$ cat src/design/tmt_pkg.sv
// constants shared by the triple match timer
package tmt_pkg;
  localparam int          TMT_NUM_TIMERS = 3;               // independent sub-timers
  localparam int          TMT_CNT_W      = 32;              // counter width
  localparam logic [31:0] TMT_CNT_RST    = 32'h0000_0000;   // counter after reset
  localparam logic [31:0] TMT_MATCH_RST  = 32'hFFFF_FFFF;   // match value after reset
  localparam int          TMT_ST_MATCH1  = 0;               // status bit: match 1
  localparam int          TMT_ST_MATCH2  = 1;               // status bit: match 2
  localparam int          TMT_ST_OVF     = 2;               // status bit: overflow
  localparam int          TMT_ST_W       = 3;               // status bits per timer
endpackage : tmt_pkg

$ cat src/design/tmt_timer.sv
// three independent up/down match timers with sticky status and one interrupt
// How it works
// three independent sub-timers, 32-bit counters each
// count each clock, direction set by software
// two software match values per sub-timer
// match raises interrupt in same cycle; here the interrupt rises one edge after the match is seen
// overflow interrupts only when software allows it
// enable bit, sticky status, write-one clears
//
// notes for the next engineer
//   - compare uses the counter value before the edge, so a
//     match is flagged and the interrupt rises one edge later
//   - a disabled timer neither counts nor compares
//   - load beats counting; a wrap in the load cycle is no wrap
//   - overflow is all ones to zero up, zero to all ones down
//   - the overflow flag is barred while its allow bit is low
//   - flags are sticky; a set in the clear cycle wins
//   - the interrupt is the registered or of every flag
//   - match values leave reset as all ones, so an up count
//     from zero first matches just before it wraps
//   - no software registers here; a bus wrapper outside
//     turns its writes into the strobes below
`timescale 1ns/1ps
`default_nettype none
module tmt_timer #(
  parameter int N = tmt_pkg::TMT_NUM_TIMERS,
  parameter int W = tmt_pkg::TMT_CNT_W
) (
  input  wire logic                       i_clk,        // system oscillator clock
  input  wire logic                       i_rst_b,      // sync reset, active low
  input  wire logic [N-1:0]               i_enable,     // per-timer run enable
  input  wire logic [N-1:0]               i_count_down, // 1 down, 0 up
  input  wire logic [N-1:0]               i_ovf_int_en, // overflow interrupt allow
  input  wire logic [N-1:0]               i_load,       // load pulse per timer
  input  wire logic [N*W-1:0]             i_load_val,   // load values
  input  wire logic [N-1:0]               i_match_wr,   // match write strobe
  input  wire logic [N*2*W-1:0]           i_match_val,  // {match2,match1} per timer
  input  wire logic [N*tmt_pkg::TMT_ST_W-1:0] i_status_clr, // write one to clear
  output logic      [N*W-1:0]             o_count,      // live counters
  output logic      [N*tmt_pkg::TMT_ST_W-1:0] o_status, // sticky flags
  output logic                            o_irq         // timer interrupt, high
);
  localparam int SW = tmt_pkg::TMT_ST_W;

  // whole state of the block
  // one packed struct keeps every flop in a single register
  // process, so reset and update cannot drift apart
  // counters, match values, flags and the interrupt live here
  typedef struct packed {
    logic [N-1:0][W-1:0]    cnt;    // counters
    logic [N-1:0][W-1:0]    m1;     // first match value
    logic [N-1:0][W-1:0]    m2;     // second match value
    logic [N-1:0][SW-1:0]   st;     // sticky status
    logic                   irq;    // registered interrupt
  } tmt_state_t;

  tmt_state_t s;       // current state
  tmt_state_t next_s;  // next state

  logic [N-1:0] hit1;  // count equals match 1
  logic [N-1:0] hit2;  // count equals match 2
  logic [N-1:0] ovf;   // wrap this cycle

  // per-timer compare and wrap detection
  // compares look at the current counter, not the next one
  // enable gates the compare so a parked timer stays silent
  // a load pulse masks the wrap: the loaded value replaces
  // the counter, so no wrap really happens in that cycle
  // the same gating keeps a parked counter from flagging
  for (genvar g = 0; g < N; g++) begin : g_cmp
    assign hit1[g] = i_enable[g] && (s.cnt[g] == s.m1[g]);
    assign hit2[g] = i_enable[g] && (s.cnt[g] == s.m2[g]);
    assign ovf[g]  = i_enable[g] && !i_load[g] &&
                     (i_count_down[g] ? (s.cnt[g] == '0) : (s.cnt[g] == '1));
  end

  // next-state logic
  // starts from the held state so every field has a value
  // on every path; matches change on a write, counters on load or enable, flags and irq are recomputed each cycle
  // order inside each timer:
  //   match write, then counter, then flags
  // flags take the hits of this cycle so a match seen now
  // shows in the status and interrupt after the next edge
  always_comb begin
    next_s = s;
    for (int i = 0; i < N; i++) begin
      // match registers written by software
      if (i_match_wr[i]) begin
        next_s.m1[i] = i_match_val[i*2*W +: W];
        next_s.m2[i] = i_match_val[i*2*W+W +: W];
      end
      // counter: load wins, else count when enabled
      if (i_load[i]) begin
        next_s.cnt[i] = i_load_val[i*W +: W];
      end else if (i_enable[i]) begin
        if (i_count_down[i]) begin
          next_s.cnt[i] = s.cnt[i] - 1'b1;
        end else begin
          next_s.cnt[i] = s.cnt[i] + 1'b1;
        end
      end
      // sticky flags, set beats clear
      next_s.st[i] = (s.st[i] & ~i_status_clr[i*SW +: SW]) |
                     {ovf[i] & i_ovf_int_en[i], hit2[i], hit1[i]};
    end
    // interrupt from set flags or a match seen this cycle
    next_s.irq = (|next_s.st);
  end

  // state register
  // synchronous active-low reset puts constants only
  // counters go to zero, matches to all ones
  // flags and the interrupt start clear
  // otherwise the whole struct follows its next value
  always_ff @(posedge i_clk) begin
    if (!i_rst_b) begin
      for (int i = 0; i < N; i++) begin
        s.cnt[i] <= tmt_pkg::TMT_CNT_RST;
        s.m1[i]  <= tmt_pkg::TMT_MATCH_RST;
        s.m2[i]  <= tmt_pkg::TMT_MATCH_RST;
      end
      s.st  <= '0;
      s.irq <= 1'b0;
    end else begin
      s <= next_s;
    end
  end

  // outputs straight from flops
  // plain wiring of register fields, no logic in the path
  // counters show the live value of every sub-timer
  // status keeps the per-timer layout of the clear strobe
  always_comb begin
    o_count  = s.cnt;
    o_status = s.st;
    o_irq    = s.irq;
  end

  // checks
  // all properties sample on the rising edge and stay off
  // while reset is held low
  // single-timer checks first, then one copy per timer

  a_match_flag: assert property (@(posedge i_clk) disable iff (!i_rst_b)
    hit1[0] |=> s.st[0][tmt_pkg::TMT_ST_MATCH1]) else $error("match1 flag missed");
  a_match2_flag: assert property (@(posedge i_clk) disable iff (!i_rst_b)
    hit2[1] |=> s.st[1][tmt_pkg::TMT_ST_MATCH2]) else $error("match2 flag missed");
  a_irq_follows: assert property (@(posedge i_clk) disable iff (!i_rst_b)
    (hit1[2] || hit2[2]) |=> o_irq) else $error("irq not raised on match");
  a_ovf_masked: assert property (@(posedge i_clk) disable iff (!i_rst_b)
    (ovf[0] && !i_ovf_int_en[0] && !s.st[0][tmt_pkg::TMT_ST_OVF])
    |=> !s.st[0][tmt_pkg::TMT_ST_OVF]) else $error("masked overflow flagged");
  a_ovf_flag: assert property (@(posedge i_clk) disable iff (!i_rst_b)
    (ovf[1] && i_ovf_int_en[1]) |=> s.st[1][tmt_pkg::TMT_ST_OVF])
    else $error("overflow flag missed");
  a_count_up: assert property (@(posedge i_clk) disable iff (!i_rst_b)
    (i_enable[0] && !i_count_down[0] && !i_load[0]) |=> s.cnt[0] == $past(s.cnt[0]) + 1'b1)
    else $error("up count wrong");
  a_count_down: assert property (@(posedge i_clk) disable iff (!i_rst_b)
    (i_enable[2] && i_count_down[2] && !i_load[2]) |=> s.cnt[2] == $past(s.cnt[2]) - 1'b1)
    else $error("down count wrong");
  a_hold_idle: assert property (@(posedge i_clk) disable iff (!i_rst_b)
    (!i_enable[1] && !i_load[1]) |=> $stable(s.cnt[1])) else $error("idle timer moved");
  a_sticky_hold: assert property (@(posedge i_clk) disable iff (!i_rst_b)
    (s.st[0][0] && !i_status_clr[0]) |=> s.st[0][0]) else $error("flag lost");
  a_irq_quiet: assert property (@(posedge i_clk) disable iff (!i_rst_b)
    (s.st == '0) |-> !o_irq) else $error("spurious irq");

  // interrupt always equals the or of the flags
  a_irq_level: assert property (@(posedge i_clk) disable iff (!i_rst_b)
    o_irq == (|s.st))
    else $error("irq differs from flags");

  // per-timer checks, one copy for each sub-timer
  // indices are constant inside each copy
  for (genvar g = 0; g < N; g++) begin : g_chk
    // a load pulse puts its value in the counter
    a_load_takes: assert property (@(posedge i_clk) disable iff (!i_rst_b)
      i_load[g] |=> s.cnt[g] == $past(i_load_val[g*W +: W]))
      else $error("load value lost");

    // a match write stores the first value
    a_match_store: assert property (@(posedge i_clk) disable iff (!i_rst_b)
      i_match_wr[g] |=> s.m1[g] == $past(i_match_val[g*2*W +: W]))
      else $error("match value lost");

    // first match sets its sticky flag
    a_hit1_sets: assert property (@(posedge i_clk) disable iff (!i_rst_b)
      hit1[g] |=> s.st[g][tmt_pkg::TMT_ST_MATCH1])
      else $error("match1 flag not set");

    // second match sets its sticky flag
    a_hit2_sets: assert property (@(posedge i_clk) disable iff (!i_rst_b)
      hit2[g] |=> s.st[g][tmt_pkg::TMT_ST_MATCH2])
      else $error("match2 flag not set");

    // allowed wrap sets the overflow flag
    a_ovf_allowed: assert property (@(posedge i_clk) disable iff (!i_rst_b)
      (ovf[g] && i_ovf_int_en[g]) |=> s.st[g][tmt_pkg::TMT_ST_OVF])
      else $error("allowed overflow missed");

    // no allowed wrap leaves a clear overflow flag clear
    a_ovf_barred: assert property (@(posedge i_clk) disable iff (!i_rst_b)
      (!(ovf[g] && i_ovf_int_en[g]) && !s.st[g][tmt_pkg::TMT_ST_OVF])
      |=> !s.st[g][tmt_pkg::TMT_ST_OVF])
      else $error("overflow flag without cause");

    // parked timer holds its count
    a_parked_hold: assert property (@(posedge i_clk) disable iff (!i_rst_b)
      (!i_enable[g] && !i_load[g]) |=> $stable(s.cnt[g]))
      else $error("parked timer moved");
  end

  // main scenarios reached
  c_match: cover property (@(posedge i_clk) disable iff (!i_rst_b) hit1[0] ##1 o_irq);
  c_ovf: cover property (@(posedge i_clk) disable iff (!i_rst_b) ovf[0] && i_ovf_int_en[0]);
  c_clear: cover property (@(posedge i_clk) disable iff (!i_rst_b)
    s.st[0][0] ##1 i_status_clr[0] ##1 !s.st[0][0]);
  c_down_match: cover property (@(posedge i_clk) disable iff (!i_rst_b)
    hit1[2] && i_count_down[2]);
  c_match2: cover property (@(posedge i_clk) disable iff (!i_rst_b) hit2[1] ##1 o_irq);
endmodule : tmt_timer
`default_nettype wire

$ cat config.mk
export PLATFORM = sky130hd
export DESIGN_NAME = tmt_timer
export DESIGN_NICKNAME = d
export VERILOG_FILES = /design/src/design/tmt_pkg.sv /design/src/design/tmt_timer.sv
export SDC_FILE = /design/constraint.sdc
export NUM_CORES = 1
export LEC_CHECK = 0
export BUFFER_PORTS_ARGS = -buffer_cell sky130_fd_sc_hd__buf_4
export CELL_PAD_IN_SITES_DETAIL_PLACEMENT = 1
export CELL_PAD_IN_SITES_GLOBAL_PLACEMENT = 1
export CORE_ASPECT_RATIO = 0.9
export CORE_MARGIN = 2
export CORE_UTILIZATION = 35
export CTS_BUF_LIST = sky130_fd_sc_hd__clkbuf_4 sky130_fd_sc_hd__clkbuf_8
export CTS_CLUSTER_DIAMETER = 50
export DETAILED_ROUTE_END_ITERATION = 7
export GPL_ROUTABILITY_DRIVEN = 0
export PLACE_DENSITY_LB_ADDON = 0.12
export SLEW_MARGIN = 0
export SYNTH_ARGS = -nofsm -noshare
export SYNTH_HDL_FRONTEND = slang
export SYNTH_SLANG_ARGS = --single-unit
$ cat constraint.sdc
create_clock -name i_clk -period 3.51 [get_ports i_clk]
set_input_delay 0 -clock i_clk [delete_from_list [all_inputs] [get_ports i_clk]]
set_output_delay 0 -clock i_clk [all_outputs]
set_load 0.1 [all_outputs]
Word level (Yosys, flattened, before mapping)
Index checks and enable logic that the tools add are counted.
{"block": "word_totals", "reg_bits": 298, "in_bits": 314, "output_inout_bits": 106, "word_cells": 74}
{"block": "classes", "addsub": 6, "n_eq_ne": 9, "n_mux": 12, "n_bitwise": 12, "reduce_logical": 22}
{"op": "32-bit 2-to-1 mux", "count": 9}
{"op": "32-bit == test", "count": 6}
{"op": "32-bit by 1-bit adder with 32-bit output, second input constant", "count": 3}
{"op": "32-bit == test, second input constant", "count": 3}
{"op": "32-bit zero test", "count": 3}
{"op": "32-bit by 1-bit subtractor with 32-bit output, second input constant", "count": 3}
{"op": "1-bit logical AND", "count": 12}
{"op": "3-bit bitwise AND", "count": 3}
{"op": "3-bit NOT", "count": 3}
{"op": "3-bit bitwise OR", "count": 3}
{"op": "9-bit OR reduction", "count": 1}
{"op": "2-bit nonzero test", "count": 3}
{"op": "1-bit bitwise AND", "count": 3}
{"op": "1-bit zero test", "count": 3}
{"op": "1-bit 2-to-1 mux", "count": 3}

Longest topological paths before layout
Gate-level depths: netlist of run 1.
{"block": "depth", "word_depth": 6, "ltp_mapped": 11, "ltp_nobuf": 10}

Worst setup path before layout of run 1
Ideal clock, no wire load.
{"block": "synth_path", "kind": "reg2reg", "from": "register s (netlist bit o_count[40])", "to": "register s (netlist bit o_count[55])", "setup_ps": 86, "arrival_ps": 2633, "required_time_ps": 3424, "path_slack_ps": 791, "stages_incl_launch_ff": 11, "n_path_buf": 0, "period_less_slack_ps": 2719, "cell_sequence": "dfxtp_1 ha_1 a21o_1 a21o_1 a2111oi_0 a21bo_2 a21oi_2 nor2_1 o21ai_1 mux2_2 a211oi_1"}
{"block": "synth_between", "elab_chain_len": 4, "word_cells_on_any_way": 5, "cone_classes": "add/sub (2); mux (3)"}
{"element": "start: declaration", "line_no": "tmt_timer.sv:57", "text": "tmt_state_t s;"}
{"element": "start signal: assignment", "line_no": "tmt_timer.sv:125", "text": "s <= next_s;"}
{"element": "32-bit by 1-bit adder with 32-bit output or 32-bit by 1-bit subtractor with 32-bit output (tied branches)", "line_no": "tmt_timer.sv:99, tmt_timer.sv:97"}
{"element": "32-bit 2-to-1 mux *", "line_no": "tmt_timer.sv:96", "text": "if (i_count_down[i]) begin"}
{"element": "32-bit 2-to-1 mux *", "line_no": "tmt_timer.sv:95", "text": "end else if (i_enable[i]) begin"}
{"element": "32-bit 2-to-1 mux *", "line_no": "tmt_timer.sv:93", "text": "if (i_load[i]) begin"}
Mark *: on every way between the ends. The rest lies on a longest branch, timed or not. The select of a mux whose other input is x is not followed.
A chain may end at the register's enable or synchronous reset.

Worst setup path in the final report of run 1
Ends and elaborated chain as after synthesis.

==> flow_summary.yaml, run 1 <==
finish:
  filler_cell_count: 6250
  area_growth_pct: 49.3
  final_area_um2: 29000
  drive_gt1_frac: 0.207
  nets: 3511
  fin_util: 0.531
yosys:
  synth_common_cells: "298 x dfxtp_1, 291 x nand2_1, 217 x mux2i_1, 197 x xnor2_1, 189 x a21oi_1"
  synth_edf_count: 0
  synth-async-reset-ratio: 0
  ys_top_cells_by_area: "dfxtp_1 31%, mux2i_1 11%, xnor2_1 8.9%, ha_1 5.8%, nand2_1 5.6%"
  ys_seq_area_frac: 0.307
  synth-seq-cells: 298
  synth.top_cell.area_share: 0.307
  yosys_warnings: 0
  synth.largest_area_cell: "dfxtp_1"
  synth_ff_type: "dfxtp_1"
  yosysMostFrequentCell: "dfxtp_1"
  synth.distinct_cells: 80
  syn-num-nets: 2712
  syn_area_per_cell_um2: 8.44
  synth_area_um2: 19400
  syn_inst: 2305
die:
  die-area_um2: 57500
  start_util: 0.356
  dieHeight_um: 228
  dieWidth_um: 252
  core.rowCount: 81
  num_io_pins: 420
  core-area_um2: 54600
sta:
  rsz0062_at_grt: "yes"
  clock.fmax_mhz: 295
  tightest_slew_ns: 1.17
  slew_viol_final: 0
  setup_viol: 0
  tns_ns: 0
  worst_slack_ns: 0.117
  hold_slack_ns: 0.0460
  slew_headroom: 0.223
  post-route-period-util: 0.967
  hold_viol_final: 0
  min_period_ns: 3.39
  fin_worst_skew_ns: 0.0512
pwr:
  p_leak_uw: 0.0129
  cellPowerDensity_nw_per_um2: 438
  p_sw_uw: 4780
  pwr-share-comb: 0.351
  p_seq_frac: 0.313
  switching_share: 0.377
  clkPwrFrac: 0.336
  intPower_uw: 7920
  peakVddDrop_mv: 0.325
setup_path:
  cpPeakStageDelay_ns: 0.57
  path_class: "flop to flop"
  reg2reg_depth: 11
  critical_path_buf_inv_count: 1
  cp_max_fo: 6
  worstPathCellList: "ha_2, a21o_1, a21o_1, a2111oi_1, a21bo_2, a21oi_4, nor2_1, o21ai_1, mux2_2, a211oi_1, dlygate4sd3_1"
  rrSetupSlack_ns: 0.12
  startpoint_type: "flop"
  required_ns: 4.15
  path_delay_family: "compound AO/OA/AOI/OAI gates"
  r2r_start: "o_count[40]"
  endpoint_kind: "flop"
  cpMaxStageDelayCell: "dlygate4sd3_1"
  crit_arrival_ns: 4.03
  crit-reg2reg-capture: "o_count[55]"
  cp_common_cell: "a21o_1"
worst_hold_path:
  min_path_type: "input port to flop"
  whs_path_depth: 3
  whs_endpoint: "s[91]"
  hold_start: "i_match_wr[2]"
grt:
  grt_pass1_wl_mm: 138
  grt_pass1_vias: 22800
  grt-ovfl-total: 0
  antenna_found_initial: 10
  grtUsageTotal: 0.313
  grt_max_degree: 114
place:
  dpl_cell_area_um2: 22700
  post-place-ws_ns: 0.449
  dp_hpwl_mm: 61.3
  port_buffers: 419
outcome:
  status: "finished clean"
routing:
  vias_per_cell: 5.46
  routed_wl_mm: 92.9
  drtIter0Drc: 1317
  drc: 0
  dr.pass1.iters: 5
  antenna_left: 0
  wl_per_cell_um: 24.1
  vias: 21100
cts:
  htree_levels: 2
  clk_pin_slew_ns: 0.07
  insertion_delay_ns: 0.71
  cts_root_buffer: "clkbuf_8"
  cts.sinks: 298
  clock_path_buffers: 3
  cts_tree: "yes"
  cts_made_buffers: 58
flow_run:
  cap_violations: 0
==> metal layers <==
layer  global-route usage  vias to the layer above  routed length, µm
met5                    0                        -                 70
met3               0.0519                      258               5260
li1                     -                     9731                  -
met4                0.140                       12               4090
met2                0.545                      771              44800
met1                0.379                    10300              38700
==> worst reg2reg max path, delay by kind of cell (launching register included) <==
family,cells,cell delay (ns)
compound gates,7,1.65
fa+ha+maj,1,0.32
buf+inv,1,0.57
flops,1,0.33
mux,1,0.37
simple gates,1,0.10
==> power groups by stage <==
stage	Sequential, µW	Combinational (µW)	Clock (µW)
2_1_floorplan	3930	2730	0
3_3_place_gp	4020	3730	0
3_5_place_dp	4020	3780	0
4_1_cts	3950	4300	4300
5_1_grt	3990	4730	4500
6_report	3980	4450	4270
==> cells by family (layout without fill, tap and decap cells) <==
| logic type | count (synthesis) | after routing | synth area share |
|---|---|---|---|
| other | 0 | 3 | 0 |
| buffers and inverters | 264 | 1111 | 0.0716 |
| XOR/XNOR | 272 | 272 | 0.123 |
| adder cells (fa/ha/maj) | 93 | 93 | 0.0610 |
| AND/OR/NAND/NOR | 658 | 658 | 0.160 |
| flip-flops | 298 | 298 | 0.307 |
| AO/OA/AOI/OAI | 502 | 502 | 0.166 |
| multiplexers | 218 | 218 | 0.112 |
==> repair_timing <==
item | CTS | global route
resized for setup | 0 | 29
hold buffers | 477 | 0
setup buffers | 0 | 6
setup endpoints to repair | 0 | 16
endpoints found under the hold margin | 298 | 0
==> layout make-up <==
cell class,count,area (µm²),share of cell area
Sequential cell,298,5980,0.206
Inverter,38,143,0.00491
Tap cell,705,882,0.0304
Antenna cell,3,7.51,0.000259
Multi-Input combinational cell,1743,12200,0.419
Timing Repair Buffer,965,8460,0.291
Clock buffer,93,1180,0.0407
Clock inverter,15,220,0.00759
==> worst max path at each step <==
stage                             end            start  slack, ns  depth (start not counted)
after global placement    o_count[55]  i_count_down[1]       0.55                         11
after floorplan           o_count[55]      o_count[40]       0.79                         10
after detailed placement  o_count[92]      o_count[64]       0.45                         10
after global routing      o_count[31]      o_count[16]      -0.04                         12
final                     o_count[55]      o_count[40]       0.12                         11
after CTS                 o_count[20]       o_count[2]       0.03                         11
==> placed cells by master (no fill, tap or decap), types with 10 or more instances in the layout <==
cell	count
a21oi_1	183
inv_1	35
and3_1	17
dlygate4sd3_1	477
mux2i_1	217
o211ai_1	12
nor2_1	107
xnor2_1	197
buf_4	486
dfxtp_2	12
xor2_1	75
o21a_1	14
ha_1	87
a21o_1	54
a211oi_1	31
clkbuf_4	16
nand2b_1	10
a31oi_1	14
clkbuf_8	78
o22ai_1	10
o21bai_1	11
nor2b_1	12
nor4_1	46
dfxtp_1	285
o21ai_0	94
nor3_1	22
nand2_1	291
nand3_1	35
nand4_1	84
==> state kept, by name, indices dropped and copies added, names as in the netlist <==
name	flops
s	192
o_count	96
o_status	9
o_irq	1
==> through the flow <==
stage | instances | total power (µW)
6_report | 3860 | 12700
3_3_place_gp | 3266 | 7740
3_5_place_dp | 3266 | 7810
2_1_floorplan | 2305 | 6660
5_1_grt | 3859 | 13200
4_1_cts | 3851 | 12600
Note: power is estimated with default switching activity, not from simulation.
==> run 2, diff against run 1 <==
CORE_UTILIZATION = 42   (was 35)
SETUP_SLACK_MARGIN = 0.4   (was not set)
==> run 2 against run 1 <==
First-iteration DRC count rose by 67%. Wire length rose by 12%. Setup slack better by 0.083 ns. Total power shrank 0.68%. Worst hold slack improved by 0.046 ns. Fmax increased by 2.5%. Utilization rose by 9.3 points. Global-route usage rose by 9.2 points. Critical path type unchanged. Critical endpoint is now o_count[42].
==> flow_summary.yaml, run 2 (same netlist as run 1, synthesis figures left out) <==
outcome:
  status: "finished clean"
sta:
  post-route-period-util: 0.943
  tightest_slew_ns: 1.18
  fin_worst_skew_ns: 0.0339
  slew_headroom: 0.215
  tns_ns: 0
  slew_viol_final: 0
  min_period_ns: 3.31
  hold_viol_final: 0
  setup_viol: 0
  rsz0062_at_grt: "yes"
  clock.fmax_mhz: 302
pwr:
  cellPowerDensity_nw_per_um2: 444
  pwr-share-comb: 0.365
  switching_share: 0.399
  intPower_uw: 7590
  clkPwrFrac: 0.318
  peakVddDrop_mv: 0.330
  p_sw_uw: 5030
  p_seq_frac: 0.317
  p_leak_uw: 0.0125
setup_path:
  r2r_start: "o_count[36]"
  worstPathCellList: "ha_2, a211o_1, a31oi_4, nor2_1, a31o_2, a21oi_1, xnor2_1, nand2_1, a21oi_1, dlygate4sd3_1"
  cpPeakStageDelay_ns: 0.59
  cpMaxStageDelayCell: "dlygate4sd3_1"
  crit_arrival_ns: 3.93
  required_ns: 4.13
  critical_path_buf_inv_count: 1
  cp_max_fo: 7
  path_delay_family: "compound AO/OA/AOI/OAI gates"
  cp_common_cell: "a21oi_1"
  rrSetupSlack_ns: 0.20
  reg2reg_depth: 10
  path_class: "flop to flop"
  endpoint_kind: "flop"
  startpoint_type: "flop"
  crit-reg2reg-capture: "o_count[42]"
worst_hold_path:
  whs_endpoint: "s[199]"
  min_path_type: "input port to flop"
  hold_start: "i_match_wr[2]"
  whs_path_depth: 3
finish:
  final_cell_mix: "485 x buf_4, 429 x dlygate4sd3_1, 291 x nand2_1, 286 x dfxtp_1, 217 x mux2i_1"
  area_growth_pct: 46.3
  drive_gt1_frac: 0.212
  fin_util: 0.624
  largest_reg_flops: 192
  layout_commonest_cell: "buf_4"
  nets: 3458
  top_register: "s"
  final_area_um2: 28400
die:
  num_io_pins: 420
  dieHeight_um: 208
  dieWidth_um: 231
  start_util: 0.427
  die-area_um2: 48000
  core.rowCount: 74
  core-area_um2: 45600
routing:
  vias: 22700
  drc: 0
  vias_per_cell: 6.11
  routed_wl_mm: 104
  wl_per_cell_um: 28.1
  drtIter0Drc: 2193
  antenna_left: 0
  dr.pass1.iters: 5
cts:
  insertion_delay_ns: 0.69
  cts_made_buffers: 55
  cts_root_buffer: "clkbuf_8"
  htree_levels: 2
  cts_tree: "yes"
  clk_pin_slew_ns: 0.08
  clock_path_buffers: 3
  cts.sinks: 298
grt:
  grt_pass1_wl_mm: 150
  antenna_found_initial: 10
  grt_pass1_vias: 24200
  grt-ovfl-total: 0
  grtUsageTotal: 0.405
  grt_max_degree: 99
place:
  dpl_cell_area_um2: 22600
  dp_hpwl_mm: 60.3
  port_buffers: 419
flow_run:
  cap_violations: 0
## run 2: per-stage QoR
step / cells / hold slack, ns / setup WS [ns] / total power [µW]
floorplan: 2305 / 0.129 / 0.791 / 6660
global placement: 3168 / 0.215 / 0.546 / 7700
detailed placement: 3168 / 0.221 / 0.415 / 7790
CTS: 3696 / 0.0135 / 0.424 / 12100
global route: 3710 / 0.110 / 0.185 / 12900
finish: 3714 / 0.0919 / 0.200 / 12600
## run 2: metal layers
metal | wire (µm) | share of wire | track usage | vias to the layer above
met5 | 24 | 0.00023 | 0 | -
met4 | 8160 | 0.078 | 0.251 | 4
met3 | 8900 | 0.085 | 0.0825 | 534
met2 | 48900 | 0.47 | 0.689 | 1475
met1 | 38400 | 0.37 | 0.465 | 11100
li1 | - | - | - | 9626
## run 2: power groups by stage
stage / combinational [µW] / clock, µW / sequential [µW]
2_1_floorplan: 2730 / 0 / 3930
3_3_place_gp: 3690 / 0 / 4010
3_5_place_dp: 3770 / 0 / 4020
4_1_cts: 4220 / 3910 / 3950
5_1_grt: 4810 / 4140 / 4000
6_report: 4610 / 4010 / 4000
## run 2: worst reg2reg max path: stages, from the launching register on
cell and delay [ns]:
dfxtp_2 0.46, ha_2 0.40, a211o_1 0.40, a31oi_4 0.30, nor2_1 0.14, a31o_2 0.29, a21oi_1 0.21, xnor2_1 0.20
nand2_1 0.09, a21oi_1 0.17, dlygate4sd3_1 0.59
## run 2: cell type report
class                      count  area, µm²
fill                        5183      17100
multi-input combinational   1743      12300
timing repair buffer         915       7950
sequential                   298       5980
clock buffer                  85       1100
tap                          608        761
clock inverter                14        158
inverter                      38        143
antenna                       13       32.5
## run 2: worst max-delay path by stage
stage | startpoint | end | slack, ns | cells past startpoint
CTS | o_count[1] | o_count[24] | 0.42 | 10
detailed placement | o_count[1] | o_count[24] | 0.42 | 10
global route | o_count[36] | o_count[42] | 0.19 | 10
finish | o_count[36] | o_count[42] | 0.20 | 10
global placement | o_count[1] | o_count[24] | 0.55 | 10
floorplan | o_count[40] | o_count[55] | 0.79 | 10
## run 2: what timing repair did
item                                    4_1_cts  5_1_grt
endpoints found under the setup margin        1       32
gates resized for setup                       1       50
hold endpoints to repair                    298        0
cloned                                        0        0
pin swaps                                     0        5
hold buffers                                429        0
buffers inserted                              0        5
==> run 3, diff against run 2 <==
CELL_PAD_IN_SITES_DETAIL_PLACEMENT = 2   (was 1)
CELL_PAD_IN_SITES_GLOBAL_PLACEMENT = 2   (was 1)
CORE_UTILIZATION = 33   (was 42)
==> run 3 against run 2 <==
Wire length rose by 18%. Critical path depth decreased by 1. Final cell count increased by 3.6%. Register-to-register slack about the same. Non-clock buffer count is 44 lower. Worst hold slack got worse by 0.030 ns. Utilization down 14 points. Largest power group unchanged.
==> flow_summary.yaml, run 3 (same netlist as run 1, synthesis figures left out) <==
outcome:
  status: "finished clean"
pwr:
  p_leak_uw: 0.0125
  peakVddDrop_mv: 0.397
  cellPowerDensity_nw_per_um2: 471
finish:
  top_register: "s"
  largest_reg_flops: 192
  seqCellArea_um2: 5980
  final_area_um2: 28200
  filler_cell_count: 6184
  area_growth_pct: 45.3
  fin_util: 0.484
  final_cell_mix: "497 x buf_4, 373 x dlygate4sd3_1, 289 x nand2_1, 286 x dfxtp_1, 217 x mux2i_1"
  nets: 3420
  layout_commonest_cell: "buf_4"
  drive_gt1_frac: 0.222
  multi_input_area_um2: 12200
grt:
  grt_pass1_vias: 24700
  antenna_found_initial: 16
  grtUsageTotal: 0.356
  grt-ovfl-total: 0
  grt_max_degree: 143
  grt_pass1_wl_mm: 163
sta:
  hold_slack_ns: 0.0614
  hold_viol_final: 0
  tightest_slew_ns: 1.29
  clock.fmax_mhz: 302
  slew_viol_final: 0
  setup_viol: 0
  min_period_ns: 3.31
  post-route-period-util: 0.942
  rsz0062_at_grt: "yes"
  tns_ns: 0
  worst_slack_ns: 0.203
  fin_worst_skew_ns: 0.0546
  slew_headroom: 0.139
die:
  core.rowCount: 84
  core-area_um2: 58300
  die-area_um2: 60900
  dieWidth_um: 260
  num_io_pins: 420
  start_util: 0.333
  dieHeight_um: 234
setup_path:
  startpoint_type: "flop"
  path_class: "flop to flop"
  cp_max_fo: 7
  endpoint_kind: "flop"
  required_ns: 4.16
  crit_arrival_ns: 3.95
routing:
  vias_per_cell: 5.89
  drtIter0Drc: 1708
  vias: 22700
  dr.pass1.iters: 5
  drc: 0
  antenna_left: 0
  routed_wl_mm: 123
  wl_per_cell_um: 32.1
cts:
  clock_path_buffers: 3
  htree_levels: 2
  cts.sinks: 298
  cts_made_buffers: 61
  cts_root_buffer: "clkbuf_8"
  cts_tree: "yes"
  insertion_delay_ns: 0.74
  clk_pin_slew_ns: 0.08
place:
  post-place-ws_ns: 0.448
  dpl_cell_area_um2: 22800
  dp_hpwl_mm: 67.1
  port_buffers: 419
flow_run:
  cap_violations: 0
worst_hold_path:
  min_path_type: "input port to flop"
[run 3: cell count changes in the layout (fill, tap and decap cells not counted), sizes merged]
cell	previous run	this run
diode	13	15
dlygate4sd3	429	373
bufinv	2	6
clkbuf	86	93
clkinv	11	10
buf	485	497
clkinvlp	2	0
[run 3: final cells by class]
cell class,instances,area share
clock buffer,92,0.0400
inverter,38,0.00505
multi-input combinational,1743,0.434
timing repair buffer,871,0.265
antenna,15,0.00133
clock inverter,15,0.00917
tap,774,0.0343
sequential,298,0.212
[run 3: repair_timing]
action                                  in CTS  in global routing
endpoints found under the setup margin       0                 43
hold endpoints to repair                   298                  0
resized for setup                            0                 54
buffers inserted                             0                  8
hold buffers                               374                  0
[run 3: final timing paths]
check / start / endpoint / slack, ns / cells past startpoint
setup / recovery: o_count[37] / o_count[43] / 0.20 / 9
hold / removal: i_match_wr[0] / s[108] / 0.06 / 3
setup reg to reg: o_count[37] / o_count[43] / 0.20 / 9
hold reg to reg: s[29] / s[29] / 0.51 / 2
[run 3: per-layer routing]
layer	part of all wire	vias up	GRT usage
met5	0.00023	-	0
met4	0.072	4	0.191
met3	0.072	520	0.0655
met2	0.49	1316	0.638
met1	0.37	11200	0.400
li1	-	9571	-
[run 3: where the power goes]
part	total [µW]	switching (µW)	internal, µW	leakage, µW
Combinational	4750	2990	1760	0.00929
Sequential	4020	392	3630	0.00248
Clock	4520	2020	2500	0.000734
Total	13300	5400	7890	0.0125
[run 3: worst max-delay path: stages, from the launching register on]
cell and delay [ns]:
dfxtp_1 0.64, ha_1 0.40, o21a_1 0.25, nor2_1 0.15
nor2_1 0.10, a221oi_1 0.50, xnor2_1 0.23, nand2_1 0.14
a21oi_1 0.23, dlygate4sd3_1 0.61
[run 3: metrics by stage]
step	std cells	power, µW
after floorplan	2305	6660
after global placement	3343	7790
after detailed placement	3343	7890
after CTS	3824	12600
after global routing	3841	13600
final	3846	13300
